===== src/design/dsfl_pkg.sv =====
// Package for the drive stop sequencer and frequency clamp.
// Frequencies are in 0.01 Hz units, times in 0.01 s units.
package dsfl_pkg;
	localparam int CLK_HZ = 40000000;
	localparam int TICK_MS = 10;
	localparam int TICK_CYC = CLK_HZ / 1000 * TICK_MS;
	// Tick counter needs 19 bits for a 10 ms period at 40 MHz
	localparam logic [18:0] TICK_LAST = 19'(TICK_CYC - 1);

	// Wishbone word offsets (byte addresses)
	localparam logic [7:0] ADR_CTRL = 8'h00;
	localparam logic [7:0] ADR_DCFREQ = 8'h04;
	localparam logic [7:0] ADR_BLOCKT = 8'h08;
	localparam logic [7:0] ADR_BRAKET = 8'h0c;
	localparam logic [7:0] ADR_BRAKEAMT = 8'h10;
	localparam logic [7:0] ADR_STARTF = 8'h14;
	localparam logic [7:0] ADR_MAXF = 8'h18;
	localparam logic [7:0] ADR_LIMLO = 8'h1c;
	localparam logic [7:0] ADR_LIMHI = 8'h20;
	localparam logic [7:0] ADR_DWELLF = 8'h24;
	localparam logic [7:0] ADR_DECSTEP = 8'h28;
	localparam logic [7:0] ADR_AMTMAX = 8'h2c;
	localparam logic [7:0] ADR_STATUS = 8'h30;
	localparam logic [7:0] ADR_OUTF = 8'h34;

	// Control register fields
	localparam int CTRL_MODE_LSB = 0;
	localparam int CTRL_LIMEN_BIT = 4;
	localparam int CTRL_STALL_BIT = 5;
	localparam int CTRL_PB_REACC_BIT = 6;

	// Stop mode codes
	localparam logic [2:0] MODE_DEC = 3'h0;
	localparam logic [2:0] MODE_DCBRAKE = 3'h1;
	localparam logic [2:0] MODE_FREE = 3'h2;
	localparam logic [2:0] MODE_PBRAKE = 3'h4;
	localparam logic [2:0] MODE_MAX = 3'h4;

	// Reset values
	localparam logic [15:0] RST_DCFREQ = 16'h01f4;
	localparam logic [15:0] RST_BLOCKT = 16'h000a;
	localparam logic [15:0] RST_BRAKET = 16'h0064;
	localparam logic [15:0] RST_BRAKEAMT = 16'h0032;
	localparam logic [15:0] RST_STARTF = 16'h0032;
	localparam logic [15:0] RST_MAXF = 16'h1770;
	localparam logic [15:0] RST_LIMLO = 16'h0032;
	localparam logic [15:0] RST_DWELLF = 16'h0000;
	localparam logic [15:0] RST_DECSTEP = 16'h0001;
	localparam logic [15:0] RST_AMTMAX = 16'h0096;

	// Setting limits
	localparam logic [15:0] DCFREQ_MAX = 16'h1770;
	localparam logic [15:0] TIME_MAX = 16'h1770;
	localparam logic [15:0] STARTF_MIN = 16'h0001;
	localparam logic [15:0] STARTF_MAX = 16'h03e8;
	localparam logic [15:0] MAXF_MIN = 16'h0fa0;
	localparam logic [15:0] MAXF_MAX = 16'h9c40;

	typedef enum logic [2:0] {
		DSFL_IDLE,
		DSFL_RUN,
		DSFL_DECEL,
		DSFL_BLOCK,
		DSFL_DCBRAKE
	} dsfl_state_e;
endpackage : dsfl_pkg


===== src/design/dsfl_sync2.sv =====
// Two-flop synchroniser for one asynchronous level.
// Assumes the destination clock is clk_i.
`timescale 1ns/1ps
module dsfl_sync2 (
	// Clock and reset
	input wire logic clk_i,
	input wire logic rst_n_i,
	// Level
	input wire logic d_i,
	output logic q_o
);
	logic [1:0] stage;
	always_ff @(posedge clk_i) begin
		if (!rst_n_i) begin
			stage <= 2'h0;
		end else begin
			stage <= {stage[0], d_i};
		end
	end
	assign q_o = stage[1];
endmodule : dsfl_sync2


===== src/design/dsfl_clamp.sv =====
// Combinational clamp of a requested frequency.
// Assumes settings are already range-limited by the register file.
`timescale 1ns/1ps
module dsfl_clamp (
	// Settings
	input wire logic [15:0] start_freq_floor_i,
	input wire logic [15:0] max_freq_cap_i,
	input wire logic lim_en_i,
	input wire logic [15:0] lim_lo_i,
	input wire logic [15:0] lim_hi_i,
	// Request and result
	input wire logic [15:0] req_i,
	output logic [15:0] freq_o
);
	logic [15:0] capped;
	always_comb begin
		capped = req_i;
		if (lim_en_i && capped > lim_hi_i) begin
			capped = lim_hi_i;
		end
		if (lim_en_i && capped < lim_lo_i) begin
			capped = lim_lo_i;
		end
		if (capped > max_freq_cap_i) begin
			capped = max_freq_cap_i;
		end
		if (capped < start_freq_floor_i) begin
			capped = 16'h0000;
		end
		freq_o = capped;
	end
endmodule : dsfl_clamp


===== src/design/dsfl_top.sv =====
// Stop-mode sequencer and frequency clamp of a motor drive.
// Assumes a classic Wishbone master on clk_i and async run/overvoltage pins.
`timescale 1ns/1ps
module dsfl_top
	import dsfl_pkg::*;
(
	// Clock and reset
	input wire logic clk_i,
	input wire logic rst_n_i,
	// Wishbone slave
	input wire logic wb_cyc_i,
	input wire logic wb_stb_i,
	input wire logic wb_we_i,
	input wire logic [7:0] wb_adr_i,
	input wire logic [3:0] wb_sel_i,
	input wire logic [31:0] wb_dat_i,
	output logic [31:0] wb_dat_o,
	output logic wb_ack_o,
	// Drive pins
	input wire logic run_i,
	input wire logic dc_overvolt_i,
	input wire logic [15:0] freq_req_i,
	// Drive outputs
	output logic [15:0] out_freq_o,
	output logic out_en_o,
	output logic dc_inject_o,
	output logic [15:0] dc_amount_o,
	output logic stall_act_o,
	output logic pbrake_act_o
);
	typedef struct packed {
		logic [2:0] mode;
		logic lim_en;
		logic stall_prevention_select;
		logic pb_reacc;
		logic [15:0] dc_freq;
		logic [15:0] block_t;
		logic [15:0] brake_t;
		logic [15:0] brake_amt;
		logic [15:0] start_freq_floor;
		logic [15:0] max_freq_cap;
		logic [15:0] lim_lo;
		logic [15:0] lim_hi;
		logic [15:0] dwell_f;
		logic [15:0] dec_step;
		logic [15:0] amt_max;
		dsfl_state_e state;
		logic [18:0] tick_cnt;
		logic [15:0] phase_cnt;
		logic [15:0] freq;
		logic [31:0] rdata;
		logic ack;
		logic out_en;
		logic dc_inject;
		logic [15:0] dc_amount;
		logic stall_act;
		logic pbrake_act;
	} dsfl_regs_s;

	dsfl_regs_s r;
	dsfl_regs_s next_r;
	logic run_s;
	logic ov_s;
	logic [15:0] target;
	logic tick;
	logic wr;
	// Carry kept so reacceleration cannot wrap past the cap
	logic [16:0] up_sum;
	logic [15:0] half_step;

	dsfl_sync2 u_sync_run (
		.clk_i(clk_i),
		.rst_n_i(rst_n_i),
		.d_i(run_i),
		.q_o(run_s)
	);
	dsfl_sync2 u_sync_ov (
		.clk_i(clk_i),
		.rst_n_i(rst_n_i),
		.d_i(dc_overvolt_i),
		.q_o(ov_s)
	);
	// Request bus is a parameter word, assumed quasi-static
	dsfl_clamp u_clamp (
		.start_freq_floor_i(r.start_freq_floor),
		.max_freq_cap_i(r.max_freq_cap),
		.lim_en_i(r.lim_en),
		.lim_lo_i(r.lim_lo),
		.lim_hi_i(r.lim_hi),
		.req_i(freq_req_i),
		.freq_o(target)
	);

	assign tick = (r.tick_cnt == TICK_LAST);
	assign wr = wb_cyc_i && wb_stb_i && wb_we_i && !r.ack;
	assign up_sum = {1'b0, r.freq} + {1'b0, r.dec_step};
	assign half_step = {1'b0, r.dec_step[15:1]};

	always_comb begin
		next_r = r;
		next_r.ack = wb_cyc_i && wb_stb_i && !r.ack;
		next_r.tick_cnt = tick ? 19'h00000 : r.tick_cnt + 19'h00001;
		// Register writes, whole word when the low lanes are enabled
		if (wr && wb_sel_i[1:0] == 2'b11) begin
			if (wb_adr_i == ADR_CTRL) begin
				if (wb_dat_i[2:0] <= MODE_MAX) begin
					next_r.mode = wb_dat_i[2:0];
				end
				next_r.lim_en = wb_dat_i[CTRL_LIMEN_BIT];
				next_r.stall_prevention_select = wb_dat_i[CTRL_STALL_BIT];
				next_r.pb_reacc = wb_dat_i[CTRL_PB_REACC_BIT];
			end else if (wb_adr_i == ADR_DCFREQ) begin
				next_r.dc_freq = (wb_dat_i[15:0] > DCFREQ_MAX) ? DCFREQ_MAX : wb_dat_i[15:0];
			end else if (wb_adr_i == ADR_BLOCKT) begin
				next_r.block_t = (wb_dat_i[15:0] > TIME_MAX) ? TIME_MAX : wb_dat_i[15:0];
			end else if (wb_adr_i == ADR_BRAKET) begin
				next_r.brake_t = (wb_dat_i[15:0] > TIME_MAX) ? TIME_MAX : wb_dat_i[15:0];
			end else if (wb_adr_i == ADR_BRAKEAMT) begin
				// Capped by drive/motor current ratio
				next_r.brake_amt = (wb_dat_i[15:0] > r.amt_max) ? r.amt_max : wb_dat_i[15:0];
			end else if (wb_adr_i == ADR_STARTF) begin
				if (wb_dat_i[15:0] >= STARTF_MIN && wb_dat_i[15:0] <= STARTF_MAX) begin
					next_r.start_freq_floor = wb_dat_i[15:0];
				end
			end else if (wb_adr_i == ADR_MAXF) begin
				if (wb_dat_i[15:0] >= MAXF_MIN && wb_dat_i[15:0] <= MAXF_MAX) begin
					next_r.max_freq_cap = wb_dat_i[15:0];
					if (r.lim_hi > wb_dat_i[15:0]) begin
						next_r.lim_hi = wb_dat_i[15:0];
					end
					if (r.lim_lo > wb_dat_i[15:0]) begin
						next_r.lim_lo = wb_dat_i[15:0];
					end
				end
			end else if (wb_adr_i == ADR_LIMLO) begin
				next_r.lim_lo = (wb_dat_i[15:0] > r.max_freq_cap) ? r.max_freq_cap : wb_dat_i[15:0];
			end else if (wb_adr_i == ADR_LIMHI) begin
				next_r.lim_hi = (wb_dat_i[15:0] > r.max_freq_cap) ? r.max_freq_cap : wb_dat_i[15:0];
			end else if (wb_adr_i == ADR_DWELLF) begin
				next_r.dwell_f = wb_dat_i[15:0];
			end else if (wb_adr_i == ADR_DECSTEP) begin
				next_r.dec_step = (wb_dat_i[15:0] == 16'h0000) ? RST_DECSTEP : wb_dat_i[15:0];
			end else if (wb_adr_i == ADR_AMTMAX) begin
				next_r.amt_max = wb_dat_i[15:0];
				if (r.brake_amt > wb_dat_i[15:0]) begin
					next_r.brake_amt = wb_dat_i[15:0];
				end
			end
		end
		// Read mux; unmapped reads return zero
		next_r.rdata = 32'h0000_0000;
		if (wb_adr_i == ADR_CTRL) begin
			next_r.rdata = {25'h0, r.pb_reacc, r.stall_prevention_select, r.lim_en, 1'b0, r.mode};
		end else if (wb_adr_i == ADR_DCFREQ) begin
			next_r.rdata = {16'h0, r.dc_freq};
		end else if (wb_adr_i == ADR_BLOCKT) begin
			next_r.rdata = {16'h0, r.block_t};
		end else if (wb_adr_i == ADR_BRAKET) begin
			next_r.rdata = {16'h0, r.brake_t};
		end else if (wb_adr_i == ADR_BRAKEAMT) begin
			next_r.rdata = {16'h0, r.brake_amt};
		end else if (wb_adr_i == ADR_STARTF) begin
			next_r.rdata = {16'h0, r.start_freq_floor};
		end else if (wb_adr_i == ADR_MAXF) begin
			next_r.rdata = {16'h0, r.max_freq_cap};
		end else if (wb_adr_i == ADR_LIMLO) begin
			next_r.rdata = {16'h0, r.lim_lo};
		end else if (wb_adr_i == ADR_LIMHI) begin
			next_r.rdata = {16'h0, r.lim_hi};
		end else if (wb_adr_i == ADR_DWELLF) begin
			next_r.rdata = {16'h0, r.dwell_f};
		end else if (wb_adr_i == ADR_DECSTEP) begin
			next_r.rdata = {16'h0, r.dec_step};
		end else if (wb_adr_i == ADR_AMTMAX) begin
			next_r.rdata = {16'h0, r.amt_max};
		end else if (wb_adr_i == ADR_STATUS) begin
			next_r.rdata = {24'h0, r.pbrake_act, r.stall_act, r.dc_inject, r.out_en,
				1'b0, r.state};
		end else if (wb_adr_i == ADR_OUTF) begin
			next_r.rdata = {16'h0, r.freq};
		end

		// Stop sequencer
		next_r.stall_act = 1'b0;
		next_r.pbrake_act = 1'b0;
		case (r.state)
			DSFL_IDLE: begin
				next_r.freq = 16'h0000;
				next_r.out_en = 1'b0;
				next_r.dc_inject = 1'b0;
				if (run_s) begin
					next_r.state = DSFL_RUN;
					next_r.out_en = 1'b1;
				end
			end
			DSFL_RUN: begin
				next_r.out_en = 1'b1;
				next_r.freq = target;
				if (!run_s) begin
					if (r.mode == MODE_FREE) begin
						next_r.state = DSFL_IDLE;
						next_r.out_en = 1'b0;
						next_r.freq = 16'h0000;
					end else begin
						next_r.state = DSFL_DECEL;
					end
				end
			end
			DSFL_DECEL: begin
				if (run_s) begin
					next_r.state = DSFL_RUN;
				end else if (r.mode == MODE_DCBRAKE && r.freq <= r.dc_freq) begin
					// Dwell below braking point is never entered
					next_r.state = DSFL_BLOCK;
					next_r.out_en = 1'b0;
					next_r.phase_cnt = 16'h0000;
				end else if (r.freq == 16'h0000) begin
					next_r.state = DSFL_IDLE;
					next_r.out_en = 1'b0;
				end else if (tick) begin
					if (r.mode == MODE_PBRAKE && ov_s) begin
						next_r.pbrake_act = 1'b1;
						if (r.pb_reacc) begin
							next_r.freq = (up_sum > {1'b0, r.max_freq_cap}) ?
								r.max_freq_cap : up_sum[15:0];
						end else begin
							next_r.freq = (r.freq > half_step) ?
								r.freq - half_step : 16'h0000;
						end
					end else if (r.stall_prevention_select && ov_s) begin
						next_r.stall_act = 1'b1;
					end else begin
						next_r.freq = (r.freq > r.dec_step) ? r.freq - r.dec_step : 16'h0000;
					end
				end
			end
			DSFL_BLOCK: begin
				next_r.out_en = 1'b0;
				next_r.freq = 16'h0000;
				if (run_s) begin
					next_r.state = DSFL_RUN;
				end else if (r.phase_cnt >= r.block_t) begin
					next_r.state = DSFL_DCBRAKE;
					next_r.phase_cnt = 16'h0000;
					next_r.dc_inject = 1'b1;
					next_r.dc_amount = r.brake_amt;
				end else if (tick) begin
					next_r.phase_cnt = r.phase_cnt + 16'h0001;
				end
			end
			DSFL_DCBRAKE: begin
				if (run_s || r.phase_cnt >= r.brake_t) begin
					next_r.state = run_s ? DSFL_RUN : DSFL_IDLE;
					next_r.dc_inject = 1'b0;
					next_r.dc_amount = 16'h0000;
				end else if (tick) begin
					next_r.phase_cnt = r.phase_cnt + 16'h0001;
				end
			end
			default: begin
				next_r.state = DSFL_IDLE;
			end
		endcase
	end

	always_ff @(posedge clk_i) begin
		if (!rst_n_i) begin
			r <= '0;
			r.mode <= MODE_DEC;
			r.lim_en <= 1'b0;
			r.dc_freq <= RST_DCFREQ;
			r.block_t <= RST_BLOCKT;
			r.brake_t <= RST_BRAKET;
			r.brake_amt <= RST_BRAKEAMT;
			r.start_freq_floor <= RST_STARTF;
			r.max_freq_cap <= RST_MAXF;
			r.lim_lo <= RST_LIMLO;
			r.lim_hi <= RST_MAXF;
			r.dwell_f <= RST_DWELLF;
			r.dec_step <= RST_DECSTEP;
			r.amt_max <= RST_AMTMAX;
			r.state <= DSFL_IDLE;
		end else begin
			r <= next_r;
		end
	end

	assign wb_dat_o = r.rdata;
	assign wb_ack_o = r.ack;
	assign out_freq_o = r.freq;
	assign out_en_o = r.out_en;
	assign dc_inject_o = r.dc_inject;
	assign dc_amount_o = r.dc_amount;
	assign stall_act_o = r.stall_act;
	assign pbrake_act_o = r.pbrake_act;
endmodule : dsfl_top


===== config.mk =====
export PLATFORM = sky130hd
export DESIGN_NAME = dsfl_top
export DESIGN_NICKNAME = d
export VERILOG_FILES = /design/src/design/dsfl_pkg.sv /design/src/design/dsfl_sync2.sv /design/src/design/dsfl_clamp.sv /design/src/design/dsfl_top.sv
export SDC_FILE = /design/constraint.sdc
export NUM_CORES = 1
export LEC_CHECK = 0
export BUFFER_PORTS_ARGS = -buffer_cell sky130_fd_sc_hd__buf_2
export CAP_MARGIN = 5
export CORE_MARGIN = 2
export CORE_UTILIZATION = 45
export CTS_CLUSTER_DIAMETER = 120
export DETAILED_ROUTE_END_ITERATION = 8
export GPL_ROUTABILITY_DRIVEN = 0
export GPL_TIMING_DRIVEN = 1
export SLEW_MARGIN = 25
export SYNTH_ARGS = -nofsm -noshare
export SYNTH_HDL_FRONTEND = slang
export SYNTH_SLANG_ARGS = --single-unit

===== constraint.sdc =====
create_clock -name clk_i -period 13.2 [get_ports clk_i]
set_input_delay 1.32 -clock clk_i [delete_from_list [all_inputs] [get_ports clk_i]]
set_output_delay 1.32 -clock clk_i [all_outputs]
set_load 0.005 [all_outputs]

==> flow_metrics.py, run 1 <==
metrics = {
    "finish": {
        "fill_cells": 4537,
        "seq_area_um2": 5550,
        "fin_area_um2": 23000,
        "final_cell_mix": "dfxtp_1 (277), ha_1 (255), nor2_1 (231)",
        "drive_gt1_share_pct": 9.38,
        "final_cell_count_no_fill": 3295,
        "nNetsFinal": 2986,
        "area_growth_pct": 8.40,
        "mostFrequentLayoutCell": "dfxtp_1",
        "multiInputGateArea_um2": 14100,
    },
    "detailed_routing": {
        "routed-via-count": 21300,
        "antenna_left": 0,
        "vias_per_cell": 6.47,
        "wl_um": 86100,
        "drcViolationCount": 0,
        "first_iter_violations": 2649,
        "first_pass_iters": 6,
        "drt-wirelength-per-cell_um": 26.1,
    },
    "cts": {
        "cts_resized": 0,
        "cts_num_sinks": 277,
        "cts_root_buf": "clkbuf_16",
        "cts_hold_buf": 0,
        "path_clk_slew_ps": 60,
        "numCtsBuffers": 34,
        "htree_levels": 2,
        "postCtsSetupRepairBufs": 0,
        "cts_tree": "yes",
        "clockBufferDepth": 3,
        "clk_latency_ps": 560,
    },
    "grt": {
        "grtUsageTotal_pct": 34.1,
        "grt_pass1_wl_um": 127000,
        "antenna_found_initial": 2,
        "grt_max_degree": 102,
        "grt-ovfl-total": 0,
        "grt_pass1_vias": 20000,
    },
    "synthesis": {
        "postSynthCellCount": 2674,
        "synth_edf_count": 0,
        "synth_warnings": 0,
        "ys_ff_latch": 277,
        "ys_seq_area_share_pct": 26.1,
        "ys_top_cells_by_area": "dfxtp_1 (26%), ha_1 (15%), a21oi_1 (4.8%)",
        "synth_area_per_cell_um2": 7.93,
        "async_reset_ff_share_pct": 0,
        "ys.flop_type": "dfxtp_1",
        "mappedNetlistArea_um2": 21200,
        "yosysTopAreaCellShare_pct": 26.1,
        "yosysTopAreaCell": "dfxtp_1",
        "synth_cell_type_count": 79,
    },
    "placement": {
        "dp_hpwl_um": 64100,
        "portBuffers": 101,
        "dp_cells": 3232,
        "place_area_um2": 21800,
    },
    "sta": {
        "tightest_slew_ps": 1140,
        "timing.final.crit_period_ps": 10360,
        "fin_skew_ps": 22.9,
        "finalHoldViolCount": 0,
        "setup_tns_ps": 0,
        "max_slew_margin_pct": 23.3,
        "drv_slew": 0,
        "period_share_pct": 78.5,
        "setup_viol": 0,
        "timing.fmax_ghz": 0.0965,
        "rsz0062_at_grt": "no",
    },
    "floorplanning": {
        "die_h_um": 221,
        "fp.coreArea_um2": 46600,
        "io_pins": 136,
        "dieArea_um2": 48900,
        "rows": 79,
        "die_w_um": 221,
        "start_util_pct": 45.6,
    },
    "status": {
        "outcome": "finished clean",
    },
    "worst_setup_path": {
        "end_kind": "flip-flop",
        "critPathSlowestCell": "nor2_1",
        "required_ps": 13700,
        "cpPeakStageDelay_ps": 820,
        "critPathMostFrequentCell": "ha_1",
        "worst-setup-path-type": "in2reg",
        "worstSetupStartpointType": "input pin",
        "critical_path_arrival_ps": 10860,
        "cp_max_fo": 18,
    },
    "worst_hold_path": {
        "hp-class": "reg2reg",
    },
    "pwr": {
        "vdd_drop_max_mv": 0.101,
        "p_leak_nw": 9.62,
        "powerDensity_nw_per_um2": 124,
    },
    "flow_run": {
        "cap_violations": 0,
    },
}
==> sequential cells by signal (all words and copies together), names as in the netlist <==
register / count
half_step: 15
out_freq_o: 16
dc_inject_o: 1
r: 205
u_sync_ov.stage: 2
dc_amount_o: 16
stall_act_o: 1
out_en_o: 1
pbrake_act_o: 1
wb_dat_o: 16
u_sync_run.stage: 2
wb_ack_o: 1
==> metrics by stage <==
| step | power [W] | setup slack, ps | utilization (%) | hold slack, ps |
|---|---|---|---|---|
| after floorplan | 0.00159 | 3650 | - | 412 |
| after global placement | 0.00186 | 2470 | 46.9 | 422 |
| after detailed placement | 0.00187 | 2180 | 46.9 | 423 |
| after CTS | 0.00284 | 2730 | 49.4 | 437 |
| after global routing | 0.00297 | 2220 | 49.4 | 461 |
| final | 0.00286 | 2840 | 49.4 | 435 |
==> final timing paths <==
path,start,to,slack [ps],cells past startpoint
worst max register to register,r[162],out_freq_o[11],2980,30
worst min register to register,u_sync_ov.stage[0],u_sync_ov.stage[1],430,1
worst max-delay path,freq_req_i[7],out_freq_o[11],2840,30
worst min-delay path,u_sync_ov.stage[0],u_sync_ov.stage[1],430,1
==> report_power, final <==
group	switching [W]	internal, W
clock	0.000391	0.000578
combinational	0.000605	0.000373
sequential	0.0000619	0.000854
total	0.00106	0.00181
==> synthesized netlist by cell type (43+ instances only) <==
| cell | count |
|---|---|
| buf_4 | 64 |
| a211oi_1 | 46 |
| nand2_1 | 212 |
| nand4_1 | 60 |
| inv_1 | 191 |
| nor3_1 | 68 |
| o21ai_0 | 122 |
| a21o_1 | 53 |
| ha_1 | 255 |
| mux2i_1 | 88 |
| dfxtp_1 | 277 |
| o211ai_1 | 44 |
| a22oi_1 | 45 |
| nand3_1 | 43 |
| a21oi_1 | 205 |
| clkbuf_1 | 118 |
| nor2_1 | 232 |
==> final cells by class <==
| type | instances | area share [%] |
|---|---|---|
| multi-input cells | 2021 | 61.1 |
| flip-flops and latches | 277 | 24.1 |
| clock buffers | 55 | 4.67 |
| repair buffers | 135 | 3.32 |
| well taps | 607 | 3.30 |
| inverters | 192 | 3.16 |
| clock inverters | 7 | 0.310 |
| diodes | 1 | 0.0109 |
==> routing by layer <==
metal / global-route usage [%] / vias to the layer above / share of wire, % / wire, µm
li1: - / 9695 / - / -
met1: 44.8 / 10100 / 41 / 35200
met2: 51.3 / 1172 / 42 / 36300
met3: 7.64 / 327 / 10 / 8920
met4: 19.8 / 4 / 6.6 / 5690
met5: 0 / - / 0.031 / 27
==> logic make-up (layout without fill, tap and decap cells) <==
group	Yosys count	after routing	synth area share, %
compound gates	752	752	23.5
fa+ha+maj	258	258	15.3
simple gates	826	826	19.0
buf+inv	391	389	8.14
xor+xnor	55	55	2.27
flops	277	277	26.1
other cells	1	17	0.0177
mux	114	114	5.59
==> worst max-delay path, delay by kind of cell <==
| kind | cells | cell delay, ps |
|---|---|---|
| AOI/OAI and AO/OA | 13 | 3800 |
| and+or+nand+nor | 8 | 2890 |
| muxes | 3 | 1290 |
| adders and majority gates | 4 | 1210 |
| buffers and inverters | 2 | 320 |
(Power assumes the default switching activity.)
==> run 2: changes to the inputs <==
--- a/config.mk
+++ b/config.mk
@@ -5,6 +5,7 @@
 export SDC_FILE = /design/constraint.sdc
 export NUM_CORES = 1
 export LEC_CHECK = 0
+export ABC_AREA = 1
 export BUFFER_PORTS_ARGS = -buffer_cell sky130_fd_sc_hd__buf_2
 export CAP_MARGIN = 5
 export CORE_MARGIN = 2
==> constraint.sdc (replaced) <==
create_clock -name clk_i -period 9.7 [get_ports clk_i]
set_input_delay 0.97 -clock clk_i [delete_from_list [all_inputs] [get_ports clk_i]]
set_output_delay 0.97 -clock clk_i [all_outputs]
set_load 0.005 [all_outputs]
==> run 2 against run 1 <==
Flip-flop and latch count did not move. Clock power up 46%. Hold slack improved by 0.88 ps. Via count decreased by 0.10%. Sequential share of layout area up 0.72 points. Power up 71%. Non-clock buffer count decreased by 6. Final area shrank 2.9%. Synthesized cell count increased by 9.8%. Routed wire length is 7.4% lower. Utilization barely moved. Critical path depth increased by 7. Critical path type is now reg2reg.
==> flow_metrics.py, run 2 <==
metrics = {
    "synthesis": {
        "ys_seq_area_share_pct": 27.0,
        "synth_warnings": 0,
        "synth_top_family_by_area": "compound AO/OA/AOI/OAI gates",
        "synth_compound_area_share_pct": 25.4,
        "mappedNetlistArea_um2": 20500,
        "async_reset_ff_share_pct": 0,
        "ys_top_cells_by_area": "dfxtp_1 (27%), ha_1 (16%), a21oi_1 (9.1%)",
        "ys_ff_latch": 277,
        "yosysTopAreaCell": "dfxtp_1",
        "yosysMostFrequentCell": "nand2_1",
        "yosysTopAreaCellShare_pct": 27.0,
        "synthSimpleGateAreaFrac_pct": 19.0,
        "yosys-top-cells-count": "nand2_1 (479), a21oi_1 (372), inv_1 (368)",
        "synth_cell_type_count": 62,
        "ys.flop_type": "dfxtp_1",
        "synth-xor-area-share_pct": 0.982,
        "synthMuxAreaShare_pct": 0,
        "synth_area_per_cell_um2": 6.99,
        "synth_edf_count": 0,
        "postSynthCellCount": 2935,
        "yosys.area_share.adder_pct": 15.8,
    },
    "finish": {
        "antennaDiodeCount": 0,
        "regMostFlops": "r",
        "fin_area_um2": 22300,
        "final_cell_count_no_fill": 3563,
        "final_cell_mix": "nand2_1 (479), a21oi_1 (372), inv_1 (367)",
        "drive_gt1_share_pct": 8.57,
        "area_growth_pct": 8.86,
        "mostFrequentLayoutCell": "nand2_1",
        "nNetsFinal": 3261,
        "largest_reg_flops": 205,
    },
    "cts": {
        "cts_num_sinks": 277,
        "postCtsSetupRepairBufs": 0,
        "clk_latency_ps": 560,
        "numCtsBuffers": 36,
        "path_clk_slew_ps": 60,
        "cts_hold_buf": 0,
        "cts_tree": "yes",
        "cts_resized": 0,
        "clockBufferDepth": 3,
        "htree_levels": 2,
        "cts_root_buf": "clkbuf_16",
    },
    "grt": {
        "grtUsageTotal_pct": 33.2,
        "grt-ovfl-total": 0,
        "grt_pass1_vias": 20100,
        "antenna_found_initial": 0,
        "grt_max_degree": 95,
        "grt_pass1_wl_um": 119000,
    },
    "worst_setup_path": {
        "end_kind": "flip-flop",
        "required_ps": 10130,
        "critPathSlowestCell": "nand2_1",
        "critPathMostFrequentCell": "nand2_1",
        "worst-setup-path-type": "reg2reg",
        "critical_path_arrival_ps": 8060,
        "rrSetupSlack_ps": 2070,
        "cp_max_fo": 31,
        "worstSetupStartpointType": "flip-flop",
        "cpPeakStageDelay_ps": 700,
    },
    "floorplanning": {
        "die_h_um": 217,
        "dieArea_um2": 47300,
        "io_pins": 136,
        "fp.coreArea_um2": 45200,
        "start_util_pct": 45.4,
        "rows": 78,
        "die_w_um": 217,
    },
    "detailed_routing": {
        "wl_um": 79800,
        "first_pass_iters": 7,
        "routed-via-count": 21300,
        "drt-wirelength-per-cell_um": 22.4,
        "first_iter_violations": 2228,
        "antenna_left": 0,
        "drcViolationCount": 0,
        "vias_per_cell": 5.98,
    },
    "sta": {
        "timing.fmax_ghz": 0.131,
        "max_slew_margin_pct": 32.4,
        "fin_skew_ps": 18.8,
        "setup_viol": 0,
        "setup_tns_ps": 0,
        "drv_slew": 0,
        "timing.final.crit_period_ps": 7630,
        "period_share_pct": 78.6,
        "rsz0062_at_grt": "no",
        "finalHoldViolCount": 0,
        "tightest_slew_ps": 1010,
    },
    "placement": {
        "dp_cells": 3497,
        "dp_hpwl_um": 60500,
        "portBuffers": 101,
        "place_area_um2": 21100,
    },
    "flow_run": {
        "cap_violations": 0,
    },
    "pwr": {
        "p_leak_nw": 9.97,
        "powerDensity_nw_per_um2": 220,
        "vdd_drop_max_mv": 0.261,
    },
    "status": {
        "outcome": "finished clean",
    },
    "worst_hold_path": {
        "hp-class": "reg2reg",
    },
}
[run 2: cell count changes after synthesis, moves of 50 or more]
cell,before,now
mux2i_1,88,0
a21oi_1,205,372
nand3_1,43,100
nor2_1,232,172
o21ai_0,122,275
a21o_1,53,3
nand2_1,212,479
inv_1,191,368
[run 2: area by class of cell]
cell class | count | area (µm²)
Clock buffer | 47 | 1020
Clock inverter | 18 | 218
Fill cell | 4519 | 22900
Inverter | 382 | 1440
Multi-Input combinational cell | 2110 | 12600
Sequential cell | 277 | 5550
Tap cell | 600 | 751
Timing Repair Buffer | 129 | 722
[run 2: cells by family after synthesis]
group	Yosys count
xor gates and xnor gates	23
DFF	277
and+or+nand+nor	907
adders and majority gates	258
AOI/OAI and AO/OA	906
other	1
buffers and inverters	563
[run 2: report_power, final]
group          internal, W  switching, W  leakage, nW
clock network     0.000834      0.000574        0.599
logic             0.000738       0.00147         7.13
registers          0.00118      0.000103         2.24
[run 2: through the flow]
stage	hold WS, ps	power, W	utilization, %	setup WS, ps
3_5_place_dp	422	0.00346	46.6	1800
6_report	436	0.00491	49.4	2070
5_1_grt	440	0.00521	49.4	1320
2_1_floorplan	390	0.00290	-	3180
3_3_place_gp	426	0.00340	46.6	1920
4_1_cts	437	0.00486	49.4	2260
[run 2: metal layers]
metal	track usage, %	vias to the layer above	share of wire [%]
met5	0	-	0
met4	19.2	0	6.4
met3	6.57	286	9.3
met2	52.3	1073	44
met1	42.1	9901	41
li1	-	10000	-
[run 2: final timing paths]
kind / startpoint / endpoint / depth (start not counted)
max: r[169] / out_freq_o[9] / 37
min: u_sync_ov.stage[0] / u_sync_ov.stage[1] / 2
max reg2reg: r[169] / out_freq_o[9] / 37
min reg2reg: u_sync_ov.stage[0] / u_sync_ov.stage[1] / 2
[run 2: worst max-delay path: cells and delay by family (launching register included)]
family | cells | cell delay, ps
AND/OR/NAND/NOR | 16 | 2650
buffers and inverters | 4 | 290
AO/OA/AOI/OAI | 13 | 2790
adder cells (fa/ha/maj) | 4 | 1190
flip-flops | 1 | 570
